===== src/rtl/ldd_pkg.sv =====
// Constants and types shared by the LED driver diagnostics block.
package ldd_pkg;
  localparam int CLK_NS = 5;
  localparam int STEP_NS = 200;
  localparam int STEP_CYC = (STEP_NS + CLK_NS - 1) / CLK_NS;
  localparam int OPEN_NS = 50000;
  localparam int OPEN_CYC = OPEN_NS / CLK_NS;
  localparam int INIT_NS = 150000;
  localparam int INIT_CYC = (INIT_NS + CLK_NS - 1) / CLK_NS;
  localparam int NCH = 2;

  localparam logic [7:0] A_CTRL = 8'h10;
  localparam logic [7:0] A_TW_THR = 8'h11;
  localparam logic [7:0] A_FORCE = 8'h12;
  localparam logic [7:0] A_STR_FAULT = 8'h13;
  localparam logic [7:0] A_DEV_FAULT = 8'h14;
  localparam logic [7:0] A_STATUS = 8'h15;
  localparam logic [7:0] A_TEMP = 8'h16;
  localparam logic [7:0] A_VON1 = 8'h17;
  localparam logic [7:0] A_V1 = 8'h19;
  localparam logic [7:0] A_TON1 = 8'h1b;

  localparam logic [7:0] TW_THR_RST = 8'hb3;
  localparam logic [8:0] ADC_RST = 9'h100;
  localparam logic [2:0] FSM_RESET_0 = 3'h0;
  localparam logic [2:0] FSM_RESET_1 = 3'h1;
  localparam logic [2:0] FSM_SA_0 = 3'h6;
  localparam logic [2:0] FSM_SA_1 = 3'h7;

  typedef enum logic [2:0] {
    SRC_TEMP = 3'b000,
    SRC_VON1 = 3'b001,
    SRC_VON2 = 3'b010,
    SRC_V1 = 3'b011,
    SRC_V2 = 3'b100
  } ldd_src_t;

  typedef enum logic [1:0] {
    M_INIT = 2'b00,
    M_NORMAL = 2'b01,
    M_STANDALONE = 2'b10,
    M_FAILSAFE = 2'b11
  } ldd_mode_t;

  // Parity in bit 8, value in bits 7:0.
  typedef struct packed {
    logic par;
    logic [7:0] val;
  } ldd_adc_t;

  typedef struct packed {
    logic [1:0] min_ton;
    logic [1:0] oc;
    logic [1:0] shrt;
    logic [1:0] open;
  } ldd_str_flags_t;

  typedef struct packed {
    logic por;
    logic serr;
    logic thermal_shutdown_flag;
    logic tw;
  } ldd_dev_flags_t;

  typedef struct packed {
    logic [1:0] oc_lim2;
    logic [1:0] oc_lim1;
    logic [1:0] rng2;
    logic [1:0] rng1;
    logic [1:0] auto_rcv;
    logic [1:0] en;
  } ldd_ctrl_t;
endpackage


===== src/rtl/ldd_debounce.sv =====
// Debouncers for the two dimming control inputs.
`timescale 1ns/1ps
module ldd_debounce
  import ldd_pkg::*;
(
  // Clock and reset
  input wire logic i_clk,
  input wire logic i_resetn,
  // Raw and filtered levels
  input wire logic [NCH-1:0] i_raw,
  output logic [NCH-1:0] o_level
);
  for (genvar c = 0; c < NCH; c++) begin : g_ch
    logic [5:0] cnt_q;
    always_ff @(posedge i_clk or negedge i_resetn) begin
      if (!i_resetn) begin
        cnt_q <= '0;
        o_level[c] <= 1'b0;
      end else if (i_raw[c] == o_level[c]) begin
        cnt_q <= '0;
      end else if (cnt_q == 6'(STEP_CYC - 1)) begin
        cnt_q <= '0;
        o_level[c] <= i_raw[c];
      end else begin
        cnt_q <= cnt_q + 6'h01;
      end
    end
  end
endmodule


===== src/rtl/ldd_on_timer.sv =====
// Per-channel on-time measurement and open-string overflow detection.
`timescale 1ns/1ps
module ldd_on_timer
  import ldd_pkg::*;
#(
  parameter int OPEN_LIMIT = OPEN_CYC
) (
  // Clock and reset
  input wire logic i_clk,
  input wire logic i_resetn,
  input wire logic i_clr,
  // Switch state
  input wire logic [NCH-1:0] i_gate_on,
  input wire logic [NCH-1:0] i_active,
  // Results
  output logic [NCH-1:0] o_open,
  output logic [NCH-1:0][7:0] o_ton
);
  for (genvar c = 0; c < NCH; c++) begin : g_ch
    logic [5:0] sub_q;
    logic [8:0] steps_q;
    logic [15:0] run_q;
    logic gate_q;
    always_ff @(posedge i_clk or negedge i_resetn) begin
      if (!i_resetn) begin
        sub_q <= '0;
        steps_q <= '0;
        run_q <= '0;
        gate_q <= 1'b0;
        o_ton[c] <= '0;
        o_open[c] <= 1'b0;
      end else if (i_clr) begin
        sub_q <= '0;
        steps_q <= '0;
        run_q <= '0;
        gate_q <= 1'b0;
        o_ton[c] <= '0;
        o_open[c] <= 1'b0;
      end else begin
        gate_q <= i_gate_on[c];
        o_open[c] <= 1'b0;
        if (i_gate_on[c]) begin
          sub_q <= (sub_q == 6'(STEP_CYC - 1)) ? 6'h00 : sub_q + 6'h01;
          if (sub_q == 6'(STEP_CYC - 1) && !steps_q[8]) begin
            steps_q <= steps_q + 9'h001;
          end
          if (run_q != 16'(OPEN_LIMIT)) begin
            run_q <= run_q + 16'h0001;
          end
          o_open[c] <= i_active[c] && run_q == 16'(OPEN_LIMIT - 1);
        end else begin
          sub_q <= '0;
          steps_q <= '0;
          run_q <= '0;
        end
        if (gate_q && !i_gate_on[c]) begin
          o_ton[c] <= steps_q[8] ? 8'hff : steps_q[7:0];
        end
      end
    end
  end
endmodule


===== src/rtl/ldd_diag.sv =====
// Diagnostics, result storage and mode control of the dual LED driver.
`timescale 1ns/1ps
module ldd_diag
  import ldd_pkg::*;
#(
  parameter int OPEN_LIMIT = OPEN_CYC,
  parameter int INIT_LIMIT = INIT_CYC,
  parameter bit ZERO_CROSS_VARIANT = 1'b0
) (
  // Clock and power-on reset
  input wire logic i_clk,
  input wire logic i_resetn,
  // Reset pin and one-time memory
  input wire logic i_reset_pin_n,
  input wire logic [2:0] i_failsafe_mode_sel,
  input wire logic i_otp_lock,
  // Register access from the serial interface
  input wire logic i_reg_rd,
  input wire logic i_reg_wr,
  input wire logic [7:0] i_reg_addr,
  input wire logic [15:0] i_reg_wdata,
  input wire logic i_serial_err,
  output logic [15:0] o_reg_rdata,
  // Converter results and sequence timing
  input wire logic i_adc_valid,
  input wire ldd_src_t i_adc_src,
  input wire logic [7:0] i_adc_data,
  input wire logic i_seq_done,
  input wire logic [7:0] i_tsd_code,
  // Channel analog status
  input wire logic [NCH-1:0] i_dim_control_input,
  input wire logic [NCH-1:0] i_gate_on,
  input wire logic [NCH-1:0] i_short_cmp,
  input wire logic [NCH-1:0] i_zero_cross,
  input wire logic [NCH-1:0] i_oc_tick,
  input wire logic [NCH-1:0] i_oc_above,
  input wire logic [NCH-1:0] i_min_ton,
  // Channel controls
  output logic [NCH-1:0] o_buck_run,
  output logic [NCH-1:0] o_short_toff,
  output logic [NCH-1:0] o_force_sample,
  output logic [NCH-1:0][1:0] o_string_volt_range_sel,
  output ldd_mode_t o_mode
);
  ldd_ctrl_t ctrl_q;
  logic [7:0] temp_warn_threshold_q;
  logic [8:0] forced_sample_period_q;
  ldd_str_flags_t str_q;
  ldd_dev_flags_t dev_q;
  ldd_adc_t die_temp_code_q;
  ldd_adc_t [NCH-1:0] string_volt_on_sample_q;
  ldd_adc_t [NCH-1:0] string_volt_sample_q;
  logic [NCH-1:0] dim_lvl;
  logic [NCH-1:0] dim_lvl_q;
  logic [NCH-1:0] open_evt;
  logic [NCH-1:0][7:0] on_time_measure;
  logic [NCH-1:0] oc_off_q;
  logic [NCH-1:0][2:0] oc_cnt_q;
  logic [NCH-1:0][8:0] force_cnt_q;
  logic [NCH-1:0] tsd_hold_q;
  logic [NCH-1:0] en_prev_q;
  logic [NCH-1:0] regulating;
  logic tsd_active_q;
  logic pin_q;
  logic soft_rst_q;
  logic [15:0] init_cnt_q;
  logic rd_str;
  logic rd_dev;
  logic temp_ge_thr;
  logic [NCH-1:0] ch_ok;

  ldd_debounce i_ldd_debounce (
    .i_clk(i_clk),
    .i_resetn(i_resetn),
    .i_raw(i_dim_control_input),
    .o_level(dim_lvl)
  );

  ldd_on_timer #(.OPEN_LIMIT(OPEN_LIMIT)) i_ldd_on_timer (
    .i_clk(i_clk),
    .i_resetn(i_resetn),
    .i_clr(soft_rst_q),
    .i_gate_on(i_gate_on),
    .i_active(o_buck_run),
    .o_open(open_evt),
    .o_ton(on_time_measure)
  );

  assign rd_str = i_reg_rd && i_reg_addr == A_STR_FAULT;
  assign rd_dev = i_reg_rd && i_reg_addr == A_DEV_FAULT;
  assign temp_ge_thr = die_temp_code_q.val >= temp_warn_threshold_q;
  assign regulating = o_buck_run & i_gate_on;

  // A reset-pin fall resets only in the reset and standalone mode selections, and never in failsafe mode.
  always_ff @(posedge i_clk or negedge i_resetn) begin
    if (!i_resetn) begin
      pin_q <= 1'b1;
      soft_rst_q <= 1'b0;
    end else begin
      pin_q <= i_reset_pin_n;
      soft_rst_q <= pin_q && !i_reset_pin_n && o_mode != M_FAILSAFE &&
                    (i_failsafe_mode_sel == FSM_RESET_0 || i_failsafe_mode_sel == FSM_RESET_1 ||
                     i_failsafe_mode_sel == FSM_SA_0 || i_failsafe_mode_sel == FSM_SA_1);
    end
  end

  always_ff @(posedge i_clk or negedge i_resetn) begin
    if (!i_resetn) begin
      o_mode <= M_INIT;
      init_cnt_q <= '0;
    end else if (soft_rst_q) begin
      o_mode <= M_INIT;
      init_cnt_q <= '0;
    end else begin
      unique case (o_mode)
        M_INIT: begin
          init_cnt_q <= init_cnt_q + 16'h0001;
          if (init_cnt_q == 16'(INIT_LIMIT - 1)) begin
            o_mode <= (i_otp_lock && i_failsafe_mode_sel[2:1] == FSM_SA_0[2:1]) ?
                      M_STANDALONE : M_NORMAL;
          end
        end
        M_NORMAL: begin
          if (pin_q && !i_reset_pin_n && i_otp_lock && i_failsafe_mode_sel != FSM_RESET_0 &&
              i_failsafe_mode_sel != FSM_RESET_1 && i_failsafe_mode_sel[2:1] != FSM_SA_0[2:1]) begin
            o_mode <= M_FAILSAFE;
          end
        end
        M_STANDALONE: o_mode <= M_STANDALONE;
        M_FAILSAFE: begin
          if (!pin_q && i_reset_pin_n) begin
            o_mode <= M_NORMAL;
          end
        end
      endcase
    end
  end

  always_ff @(posedge i_clk or negedge i_resetn) begin
    if (!i_resetn) begin
      ctrl_q <= '0;
      temp_warn_threshold_q <= TW_THR_RST;
      forced_sample_period_q <= '0;
    end else if (soft_rst_q) begin
      ctrl_q <= '0;
      temp_warn_threshold_q <= TW_THR_RST;
      forced_sample_period_q <= '0;
    end else if (i_reg_wr) begin
      unique case (i_reg_addr)
        A_CTRL: ctrl_q <= ldd_ctrl_t'(i_reg_wdata[11:0]);
        A_TW_THR: temp_warn_threshold_q <= i_reg_wdata[7:0];
        A_FORCE: forced_sample_period_q <= i_reg_wdata[8:0];
        default: ctrl_q <= ctrl_q;
      endcase
    end
  end

  // Results keep odd parity so software can check each read.
  always_ff @(posedge i_clk or negedge i_resetn) begin
    if (!i_resetn) begin
      die_temp_code_q <= ADC_RST;
      string_volt_on_sample_q <= {NCH{ADC_RST}};
      string_volt_sample_q <= {NCH{ADC_RST}};
    end else if (i_adc_valid) begin
      unique case (i_adc_src)
        SRC_TEMP: die_temp_code_q <= {~^i_adc_data, i_adc_data};
        SRC_VON1: string_volt_on_sample_q[0] <= {~^i_adc_data, i_adc_data};
        SRC_VON2: string_volt_on_sample_q[1] <= {~^i_adc_data, i_adc_data};
        SRC_V1: string_volt_sample_q[0] <= {~^i_adc_data, i_adc_data};
        SRC_V2: string_volt_sample_q[1] <= {~^i_adc_data, i_adc_data};
        default: die_temp_code_q <= die_temp_code_q;
      endcase
    end
  end

  always_ff @(posedge i_clk or negedge i_resetn) begin
    if (!i_resetn) begin
      tsd_active_q <= 1'b0;
    end else if (die_temp_code_q.val >= i_tsd_code) begin
      tsd_active_q <= 1'b1;
    end else if (!temp_ge_thr) begin
      tsd_active_q <= 1'b0;
    end
  end

  // Flags: a set in the cycle of a clearing read wins over the clear, except for the overcurrent flag, where the clear wins.
  always_ff @(posedge i_clk or negedge i_resetn) begin
    if (!i_resetn) begin
      dev_q <= '{por: 1'b1, serr: 1'b0, thermal_shutdown_flag: 1'b0, tw: 1'b0};
      str_q <= '0;
    end else if (soft_rst_q) begin
      dev_q <= '0;
      str_q <= '0;
    end else begin
      dev_q.tw <= (dev_q.tw && !rd_dev) || temp_ge_thr;
      dev_q.thermal_shutdown_flag <= (dev_q.thermal_shutdown_flag && !rd_dev) || tsd_active_q;
      dev_q.serr <= (dev_q.serr && !rd_dev) || i_serial_err;
      dev_q.por <= dev_q.por && !rd_dev;
      str_q.open <= (str_q.open & {NCH{!rd_str}}) | open_evt;
      str_q.shrt <= (str_q.shrt & {NCH{!rd_str}}) | i_short_cmp;
      str_q.oc <= (str_q.oc & {NCH{!rd_str}}) | (oc_off_q & ~{NCH{rd_str}});
      str_q.min_ton <= (str_q.min_ton & {NCH{!rd_str}}) | i_min_ton;
    end
  end

  for (genvar c = 0; c < NCH; c++) begin : g_ch
    logic [1:0] lim;
    assign lim = (c == 0) ? ctrl_q.oc_lim1 : ctrl_q.oc_lim2;
    assign ch_ok[c] = ctrl_q.en[c] && !tsd_active_q && !tsd_hold_q[c] && !oc_off_q[c];

    always_ff @(posedge i_clk or negedge i_resetn) begin
      if (!i_resetn) begin
        oc_cnt_q[c] <= '0;
        oc_off_q[c] <= 1'b0;
      end else if (soft_rst_q || !ctrl_q.en[c]) begin
        oc_cnt_q[c] <= '0;
        oc_off_q[c] <= 1'b0;
      end else if (oc_off_q[c]) begin
        oc_off_q[c] <= !rd_str;
        oc_cnt_q[c] <= '0;
      end else if (!i_oc_above[c] || (dim_lvl[c] && !dim_lvl_q[c])) begin
        oc_cnt_q[c] <= '0;
      end else if (i_oc_tick[c]) begin
        oc_cnt_q[c] <= oc_cnt_q[c] + 3'h1;
        oc_off_q[c] <= oc_cnt_q[c] == {1'b0, lim};
      end
    end

    always_ff @(posedge i_clk or negedge i_resetn) begin
      if (!i_resetn) begin
        tsd_hold_q[c] <= 1'b0;
        en_prev_q[c] <= 1'b0;
      end else begin
        en_prev_q[c] <= ctrl_q.en[c];
        if (tsd_active_q && !ctrl_q.auto_rcv[c]) begin
          tsd_hold_q[c] <= 1'b1;
        end else if (ctrl_q.en[c] && !en_prev_q[c]) begin
          tsd_hold_q[c] <= 1'b0;
        end
      end
    end

    // Forced sampling counts sequences since the last dimming edge or forced sample.
    always_ff @(posedge i_clk or negedge i_resetn) begin
      if (!i_resetn) begin
        force_cnt_q[c] <= '0;
        o_force_sample[c] <= 1'b0;
      end else begin
        o_force_sample[c] <= 1'b0;
        if (forced_sample_period_q == '0 || dim_lvl[c] != dim_lvl_q[c]) begin
          force_cnt_q[c] <= '0;
        end else if (i_seq_done) begin
          if (force_cnt_q[c] == forced_sample_period_q - 9'h001) begin
            force_cnt_q[c] <= '0;
            o_force_sample[c] <= 1'b1;
          end else begin
            force_cnt_q[c] <= force_cnt_q[c] + 9'h001;
          end
        end
      end
    end
  end

  always_ff @(posedge i_clk or negedge i_resetn) begin
    if (!i_resetn) begin
      dim_lvl_q <= '0;
      o_buck_run <= '0;
      o_short_toff <= '0;
      o_string_volt_range_sel <= '0;
    end else begin
      dim_lvl_q <= dim_lvl;
      o_buck_run <= ch_ok & ((o_mode == M_NORMAL) ? dim_lvl : {NCH{o_mode != M_INIT}});
      o_short_toff <= i_short_cmp & o_buck_run &
                      ~(i_zero_cross & {NCH{ZERO_CROSS_VARIANT}});
      o_string_volt_range_sel <= {ctrl_q.rng2, ctrl_q.rng1};
    end
  end

  always_ff @(posedge i_clk or negedge i_resetn) begin
    if (!i_resetn) begin
      o_reg_rdata <= '0;
    end else if (i_reg_rd) begin
      unique case (i_reg_addr)
        A_CTRL: o_reg_rdata <= {4'h0, ctrl_q};
        A_TW_THR: o_reg_rdata <= {8'h00, temp_warn_threshold_q};
        A_FORCE: o_reg_rdata <= {7'h00, forced_sample_period_q};
        A_STR_FAULT: o_reg_rdata <= {8'h00, str_q};
        A_DEV_FAULT: o_reg_rdata <= {12'h000, dev_q};
        A_STATUS: o_reg_rdata <= {10'h000, o_mode, dim_lvl, regulating};
        A_TEMP: o_reg_rdata <= {7'h00, die_temp_code_q};
        A_VON1: o_reg_rdata <= {7'h00, string_volt_on_sample_q[0]};
        A_VON1 + 8'h01: o_reg_rdata <= {7'h00, string_volt_on_sample_q[1]};
        A_V1: o_reg_rdata <= {7'h00, string_volt_sample_q[0]};
        A_V1 + 8'h01: o_reg_rdata <= {7'h00, string_volt_sample_q[1]};
        A_TON1: o_reg_rdata <= {8'h00, on_time_measure[0]};
        A_TON1 + 8'h01: o_reg_rdata <= {8'h00, on_time_measure[1]};
        default: o_reg_rdata <= '0;
      endcase
    end
  end
endmodule


===== config.mk =====
export PLATFORM = sky130hd
export DESIGN_NAME = ldd_diag
export DESIGN_NICKNAME = d
export VERILOG_FILES = /design/src/rtl/ldd_pkg.sv /design/src/rtl/ldd_debounce.sv /design/src/rtl/ldd_on_timer.sv /design/src/rtl/ldd_diag.sv
export SDC_FILE = /design/constraint.sdc
export NUM_CORES = 1
export LEC_CHECK = 0
export CORE_AREA = 2 2 164 166
export DETAILED_ROUTE_END_ITERATION = 6
export DIE_AREA = 0 0 166 168
export DONT_BUFFER_PORTS = 1
export PLACE_DENSITY = 0.67
export SYNTH_ARGS = -nofsm -noshare
export SYNTH_HDL_FRONTEND = slang
export SYNTH_SLANG_ARGS = --single-unit

===== constraint.sdc =====
create_clock -name i_clk -period 2.9 [get_ports i_clk]
set_input_delay 0.145 -clock i_clk [delete_from_list [all_inputs] [get_ports i_clk]]
set_output_delay 0.145 -clock i_clk [all_outputs]
set_load 0.05 [all_outputs]

# Yosys cells after proc, flatten, opt, wreduce, memory -nomap -nowiden
# Cells that the tools add are included.
# classes
div_mod_pow	0
magnitude_cmp	2
n_shift	0
n_addsub	14
eq_ne	52
bitwise	15
n_mux	89
reduce_logical	99
mul	0
# op_table
cell	count
case mux 12 bit (13 select lines)	1
two-way mux 9 bit	15
two-way mux 16 bit	8
equality test 8 x 5 -> 1 bit (second input constant)	13
two-way mux 8 bit	10
two-way mux 6 bit	10
adder 16 x 1 -> 16 bit (second input constant)	3
adder 9 x 1 -> 9 bit (second input constant)	4
two-way mux 12 bit	3
logical AND 1 bit	33
equality test 16 x 14 -> 1 bit (second input constant)	2
inequality test 16 x 14 -> 1 bit (second input constant)	2
two-way mux 1 bit	26
adder 6 x 1 -> 6 bit (second input constant)	4
equality test 6 bit (second input constant)	4
two-way mux 3 bit	8
nonzero test 2 bit	12
logical NOT 1 bit	23
AND reduction 2 bit	10
equality test 9 bit	2
bitwise AND 2 bit	8
equality test 16 x 15 -> 1 bit (second input constant)	1
greater-or-equal comparator 8 bit	2
inequality test 3 x 1 -> 1 bit (second input constant)	5
27 further kinds	62
# word_totals
latch_bits	0
elab_cells	336
out_inout_bits	28
reg_bits	261
rom_bits	0
memories	0
ramBits	0
inputBits	69

# Longest topological paths before layout
# Gate-level depths: netlist (run 1).
# logic_depth
word_depth	9
mapped_depth	11
depth_no_buf	9

# Hierarchy
# Synthesis (run 1) repeated with hierarchy kept, for this count alone.
# unflattened
hier_cells	1330
area_unflattened_um2	13350.3
# by_module_without_submodules
mod	cells_each	seq_area_each_um2	area_per_inst_um2	n_inst
ldd_diag	871	4043.9	8748.4	1
ldd_on_timer	407	2052.0	3976.3	1
ldd_debounce	52	350.3	625.6	1

# Least setup slack after synthesis (run 1)
# No wires, ideal clock.
# synth_timing
kind	reg-to-reg
startpoint	register forced_sample_period_q[0]
endpoint	register force_cnt_q[10] (netlist bit)
path_buffers	1
setup_slack_ns	-0.101
setup_ns	0.121
arrival_ns	2.880
period_less_slack_ns	3.001
stages_incl_launch_ff	11
required_ns	2.779
cell_sequence	dfrtp_1 > buf_2 > inv_1 > ha_1 > or4b_4 > or4_4 > xnor2_1 > or4_4 > or2_1 > and2_1 > a22o_1
# synth_between
elab_chain_len	5
word_cells_on_any_way	8
classes_between	add/sub: 1; eq/ne: 1; mux: 3; reduce/logical: 3
# synth_rtl
element	line	source
start, declared	ldd_diag.sv:47	logic [8:0] forced_sample_period_q;
start signal, assigned	ldd_diag.sv:152	A_FORCE: forced_sample_period_q <= i_reg_wdata[8:0];
subtractor 9 x 1 -> 9 bit	ldd_diag.sv:253	if (force_cnt_q[c] == forced_sample_period_q - 9'h001) begin
equality test 9 bit	ldd_diag.sv:253	
two-way mux 9 bit	ldd_diag.sv:253	
two-way mux 9 bit	ldd_diag.sv:252	end else if (i_seq_done) begin
two-way mux 9 bit	ldd_diag.sv:250	if (forced_sample_period_q == '0 || dim_lvl[c] != dim_lvl_q[c]) begin
end signal, assigned by index	ldd_diag.sv:257	force_cnt_q[c] <= force_cnt_q[c] + 9'h001;
end, declared	ldd_diag.sv:59	logic [NCH-1:0][8:0] force_cnt_q;
# Parallel ways exist; a longest one is shown, timed or not. The select of a mux whose other input is x is not followed.
# A chain may end at the register's enable or synchronous reset.

# Final worst setup path (run 1)
# Ends and elaborated chain as after synthesis.

==> results of run 1 <==
-- synth_stat cells, types with 19 or more instances --
master,count
ha_1,38
nor3_1,19
nand3_1,60
clkbuf_1,45
nand2_1,122
mux2i_1,20
dfrtp_1,245
xnor2_1,49
inv_1,60
xor2_1,56
o21ai_0,45
mux2_2,46
nand4_1,23
a21oi_1,54
a211oi_1,19
nor2_1,165
-- cell type report --
class / instances / area, sq um
Clock inverter: 11 / 164
Inverter: 60 / 228
Fill cell: 2256 / 11400
Multi-Input combinational cell: 930 / 6060
Clock buffer: 41 / 811
Timing Repair Buffer: 84 / 779
Sequential cell: 257 / 6450
Tap cell: 341 / 427
-- worst max-delay path, delay by kind of cell, from the launching register on --
family / cells / cell delay, ns
and+or+nand+nor: 5 / 1.83
buffers and inverters: 1 / 0.07
xor gates and xnor gates: 1 / 0.14
AOI/OAI and AO/OA: 1 / 0.22
DFF: 1 / 0.41
adders and majority gates: 1 / 0.12
-- cell families after synthesis --
logic type	synth area share (%)
adders and majority gates	3.68
DFF	49.8
other	0.0290
buffers and inverters	3.92
muxes	5.73
and+or+nand+nor	18.4
AOI/OAI and AO/OA	11.3
xor gates and xnor gates	7.11
-- flip-flops by register name, summed over array words and instances, names as in the netlist, 4 cells and up --
register                     cells
init_cnt_q                      16
die_temp_code_q                  9
o_reg_rdata                     12
forced_sample_period_q           9
o_string_volt_range_sel          4
ctrl_q                           8
str_q                            8
i_ldd_debounce.g_ch.cnt_q       12
string_volt_sample_q            18
oc_cnt_q                         6
temp_warn_threshold_q            8
i_ldd_on_timer.g_ch.sub_q       12
dev_q                            4
g_ch.lim                         4
force_cnt_q                     18
i_ldd_on_timer.g_ch.steps_q     18
i_ldd_on_timer.g_ch.run_q       32
i_ldd_on_timer.o_ton            16
string_volt_on_sample_q         18
-- final timing paths --
kind                                                        from                                   end  slack [ns]  cells after the start
setup / recovery           forced_sample_period_q[0]$_DFFE_PN0P_           force_cnt_q[10]$_DFFE_PN0P_      -0.003                      9
hold / removal                                          i_resetn           force_cnt_q[11]$_DFFE_PN0P_       -0.68                      0
setup reg to reg           forced_sample_period_q[0]$_DFFE_PN0P_           force_cnt_q[10]$_DFFE_PN0P_      -0.003                      9
hold reg to reg                        tsd_hold_q[0]$_DFFE_PN0P_               o_buck_run[0]$_DFF_PN0_        0.45                      1
max in group asynchronous                               i_resetn        die_temp_code_q[8]$_DFFE_PN1P_        3.14                      0
min in group i_clk                                      i_reg_wr  temp_warn_threshold_q[4]$_DFFE_PN1P_        0.02                      3
-- power by group through the flow --
stage	logic [mW]	clock network (mW)	registers [mW]
after detailed placement	1.03	0	4.26
after global routing	1.26	3.93	4.24
after floorplan	0.774	0	4.21
after CTS	1.13	3.82	4.20
final	1.13	3.75	4.20
after global placement	0.998	0	4.25
-- layer usage --
metal | share of wire, % | GRT usage [%]
met2 | 48 | 38.5
met3 | 5.5 | 4.09
met1 | 44 | 30.4
met4 | 3.2 | 7.49
met5 | 0 | 0
-- through the flow --
| step | instance area (sq um) | utilization [%] |
|---|---|---|
| 2_1_floorplan | 13000 | - |
| 3_3_place_gp | 13300 | 50.6 |
| 3_5_place_dp | 13300 | 50.6 |
| 4_1_cts | 14900 | 56.4 |
| 5_1_grt | 14900 | 56.6 |
| 6_report | 14900 | 56.6 |
-- repair_timing --
action	4_1_cts	5_1_grt
endpoints found under the setup margin	4	10
setup buffers	0	4
gates cloned	0	1
resized for setup	1	4
hold endpoints to repair	402	257
pin swaps	0	5
==> qor.txt, run 1 <==
Starting Density - 49.1%
Worst Tran Pin Value - 1.02 ns
Combinational share of power - 12.4%
Endpoints failing hold - 257
DRC - 0
Final setup fails - 1
Min cycle time layout - 2.90 ns
Die area - 27900 sq um
Clock skew - 0.00996 ns
Dpl cells - 1614
#FFs+latches synth - 257
Yosys warning count - 0
Post-synth EDFFs - 0
Layout cells sized above 1 - 11.1%
Vias per cell - 5.77
Layout net count - 1468
CP Capture Type - flip-flop
CP max FO - 3
CTS tree - yes
Fmax - 344 MHz
Peak VDD IR - 0.483 mV
Most frequent cells in the layout - 244 x dfrtp_1, 165 x nor2_1, 122 x nand2_1, 60 x nand3_1, 59 x inv_1
Unrepaired setup endpoints after global routing - yes
GRT overflow - 0
Port bufs - 0
DP Worst Slack - -0.00109 ns
Die X - 166 microns
Post-CTS Hold Fix Bufs - 53
Count of cell types in the netlist - 68
Syn-to-layout area delta - 15.3%
Largest cells by area after synthesis - dfrtp_1 47%, nor2_1 4.8%, mux2_2 4.0%, xor2_1 3.8%, ha_1 3.7%
Post-Synthesis Mean Instance Area - 9.90 sq um
Initial antenna violation count - 0
Setup TNS - -0.00279 ns
Int Power - 6.74 mW
Mapped Cells - 1307
Pin count of the biggest net entering global routing - 258
Total GRT Usage - 22.9%
First-pass GRT wire length - 51800 microns
Commonest non-fill, non-tap cell in the layout - dfrtp_1
Required @ worst endpoint - 3.33 ns
Via count - 9956
Run status - finished with violations
ANT nets after route - 0
DIE HEIGHT - 168 microns
Setup CP Type - flip-flop to flip-flop
Post-synthesis sequential area ratio - 49.8%
Post-synth top flop - dfrtp_1
Clk buf depth - 3
Worst Setup Start Kind - flip-flop
Clk pwr share - 41.3%
Synthesized area - 12900 sq um
Max_cap viols - 0
Average wire per standard cell - 18.8 microns
Clock slew at reported path FFs - 0.06 ns
Final worst-path cycle share - 100%
GP Congestion - 0.837
Lkg Pwr - 6.55 nW
Pwr Total - 9.08 mW
Failing checks - hold timing, setup timing
Initial DRC Count - 866
Slowest cell on crit path - or4_4
Slowest stage delay, CP - 0.51 ns
Cell taking the most area after synthesis - dfrtp_1
Placement row count - 60
Sequential power share - 46.3%
Worst Slack Setup Final - -0.00279 ns
Crit-path most repeated cell - or4_4
Slew HR - 31.7%
Cell Chain, Critical Path - inv_4 -> ha_4 -> or4b_4 -> or4_4 -> xnor2_1 -> or4_4 -> or2_1 -> and2_1 -> a22o_1
Final WL - 32400 microns
Worst EP arrival - 3.33 ns
Sw power - 2.34 mW
Async set-or-reset flop fraction in the synthesized netlist - 100%
Clock tree sinks - 257
Core area - 26400 sq um
I/O Pins - 97
Final Hold Slack - -0.684 ns
Pwr Density - 609 nW/um^2
Diode count - 0
H-tree depth - 1
Clock latency on the worst-skew pair - 0.54 ns
Detailed placement HPWL - 21600 microns
Switching Share - 25.7%
CTS Buf Count - 28
Vias in the first global route - 9837
Drt pass-1 iters - 6
Top-area cell type share of the netlist area - 47.4%
Final Max Slew Viols - 0
Finished Layout Cells - 1724
CTS root buffer - clkbuf_16
Hold Crit Class - input port to asynchronous set/reset pin
(Power assumes the default switching activity.)
==> run 2, diff against run 1 <==
--- a/constraint.sdc
+++ b/constraint.sdc
@@ -3,2 +3,2 @@
 set_output_delay 0.145 -clock i_clk [all_outputs]
-set_load 0.05 [all_outputs]
+set_load 0.1 [all_outputs]
==> run 2 against run 1 <==
The run ends with hold timing left. Clock skew increased by 0.0047 ns. Via count decreased by 0.71%. Maximum frequency increased by 0.60%. Register-to-register slack improved by 0.02 ns. Clock-buffer cell count increased by 6. Die area unchanged. Core utilization decreased by 0.057 points. Critical endpoint unchanged. Largest cell class unchanged.
==> qor.txt, run 2 (synthesized netlist as in run 1, its figures left out) <==
Required @ worst endpoint - 3.33 ns
Failing checks - hold timing
Endpoints failing hold - 258
Reg2Reg Setup Slack - 0.01 ns
Setup CP Type - flip-flop to flip-flop
Most frequent cells in the layout - 244 x dfrtp_1, 165 x nor2_1, 122 x nand2_1, 60 x nand3_1, 58 x inv_1
Hold Crit Class - input port to asynchronous set/reset pin
Peak VDD IR - 0.477 mV
GRT overflow - 0
Reg2reg path depth - 9
R2R Path Start - forced_sample_period_q[0]$_DFFE_PN0P_
Die area - 27900 sq um
Average wire per standard cell - 18.7 microns
Pwr Total - 8.91 mW
Largest register by flop count - i_ldd_on_timer.g_ch.run_q
Int Power - 6.53 mW
Setup TNS - 0 ns
Port bufs - 0
Core area - 26400 sq um
Worst EP arrival - 3.31 ns
Initial DRC Count - 802
Pwr Density - 598 nW/um^2
Min cycle time layout - 2.89 ns
Run status - finished with violations
DRC - 0
Total GRT Usage - 23.3%
Final WL - 32300 microns
First-pass GRT wire length - 52800 microns
CTS tree - yes
Lkg Pwr - 6.56 nW
DP Worst Slack - -0.0148 ns
Unrepaired setup endpoints after global routing - yes
Clock latency on the worst-skew pair - 0.55 ns
Clock skew - 0.0146 ns
Detailed placement HPWL - 21800 microns
GP Congestion - 0.824
Sequential power share - 47.3%
CP Capture Type - flip-flop
Via count - 9885
DIE HEIGHT - 168 microns
Max_cap viols - 0
CTS Buf Count - 28
Commonest non-fill, non-tap cell in the layout - dfrtp_1
Clk pwr share - 39.2%
Vias per cell - 5.71
Initial antenna violation count - 2
ANT nets after route - 0
CP max FO - 3
Clock slew at reported path FFs - 0.06 ns
Clock tree sinks - 257
Pin count of the biggest net entering global routing - 258
Final setup fails - 0
Die X - 166 microns
Final worst-path cycle share - 99.5%
I/O Pins - 97
Placement row count - 60
CTS root buffer - clkbuf_16
H-tree depth - 1
Drt pass-1 iters - 5
Clk buf depth - 3
Post-CTS Hold Fix Bufs - 52
Crit Reg-Reg Endpoint - force_cnt_q[10]$_DFFE_PN0P_
Sw power - 2.38 mW
Layout net count - 1475
Worst Tran Pin Value - 1.15 ns
Final Hold Slack - -0.691 ns
Combinational share of power - 13.5%
Worst Slack Setup Final - 0.0145 ns
Layout cells sized above 1 - 11.4%
Starting Density - 49.1%
Slew HR - 23.0%
Largest register FFs - 32
Worst Setup Start Kind - flip-flop
Fmax - 347 MHz
Vias in the first global route - 9845
Syn-to-layout area delta - 15.2%
Switching Share - 26.7%
Final Max Slew Viols - 0
==> run 2: changes by cell type in the layout (fill, tap and decap cells not counted), moves of 2 or more <==
cell,previous run,this run
clkbuf_8,4,6
clkinv_2,4,2
clkbuf_1,8,12
bufinv_16,4,1
buf_4,29,38
==> run 2: cell type report <==
class                   instances  area, sq um
diodes                          1         2.50
clock buffers                  47          853
flip-flops and latches        257         6450
inverters                      60          228
repair buffers                 92          846
well taps                     341          427
clock inverters                 5         56.3
multi-input cells             929         6040
fillers                      2243        11500
==> run 2: what timing repair did <==
action,in CTS,in global routing
endpoints found under the hold margin,399,257
endpoints found under the setup margin,4,7
resized for setup,1,3
pin swaps,0,1
setup buffers,0,3
==> run 2: metrics by stage <==
stage | utilization [%] | std cells | cell area (sq um)
CTS | 56.4 | 1728 | 14900
global placement | 50.9 | 1624 | 13400
detailed placement | 50.9 | 1624 | 13400
floorplan | - | 1310 | 13000
finish | 56.5 | 1732 | 14900
global route | 56.5 | 1732 | 14900
==> run 2: how the worst max path moves through the flow <==
stage	startpoint	to	slack, ns	cells after the start
CTS	forced_sample_period_q[0]$_DFFE_PN0P_	force_cnt_q[14]$_DFFE_PN0P_	0.01	10
finish	forced_sample_period_q[0]$_DFFE_PN0P_	force_cnt_q[10]$_DFFE_PN0P_	0.01	9
floorplan	forced_sample_period_q[0]$_DFFE_PN0P_	force_cnt_q[10]$_DFFE_PN0P_	-0.02	10
global route	forced_sample_period_q[0]$_DFFE_PN0P_	force_cnt_q[10]$_DFFE_PN0P_	-0.06	9
detailed placement	forced_sample_period_q[0]$_DFFE_PN0P_	force_cnt_q[5]$_DFFE_PN0P_	-0.01	10
global placement	forced_sample_period_q[0]$_DFFE_PN0P_	force_cnt_q[14]$_DFFE_PN0P_	0.03	10
==> run 2: critical path: stages (launching register included) <==
cell,delay [ns]
dfrtp_1,0.40
inv_4,0.07
ha_4,0.13
or4b_4,0.46
or4_4,0.43
xnor2_1,0.15
or4_4,0.51
or2_4,0.25
and2_1,0.16
a22o_1,0.22
==> run 2: power groups by stage <==
stage	logic, mW	registers, mW	clock network (mW)
global route	1.33	4.24	3.70
floorplan	0.785	4.27	0
finish	1.20	4.21	3.50
global placement	1.06	4.26	0
CTS	1.20	4.21	3.57
detailed placement	1.11	4.27	0
==> run 2: metal layers <==
| metal | routed length, microns | up-vias | track usage, % |
|---|---|---|---|
| li1 | - | 4686 | - |
| met1 | 13700 | 4860 | 30.9 |
| met2 | 15500 | 265 | 38.6 |
| met3 | 2010 | 72 | 4.42 |
| met4 | 1160 | 2 | 8.36 |
| met5 | 13 | - | 0 |
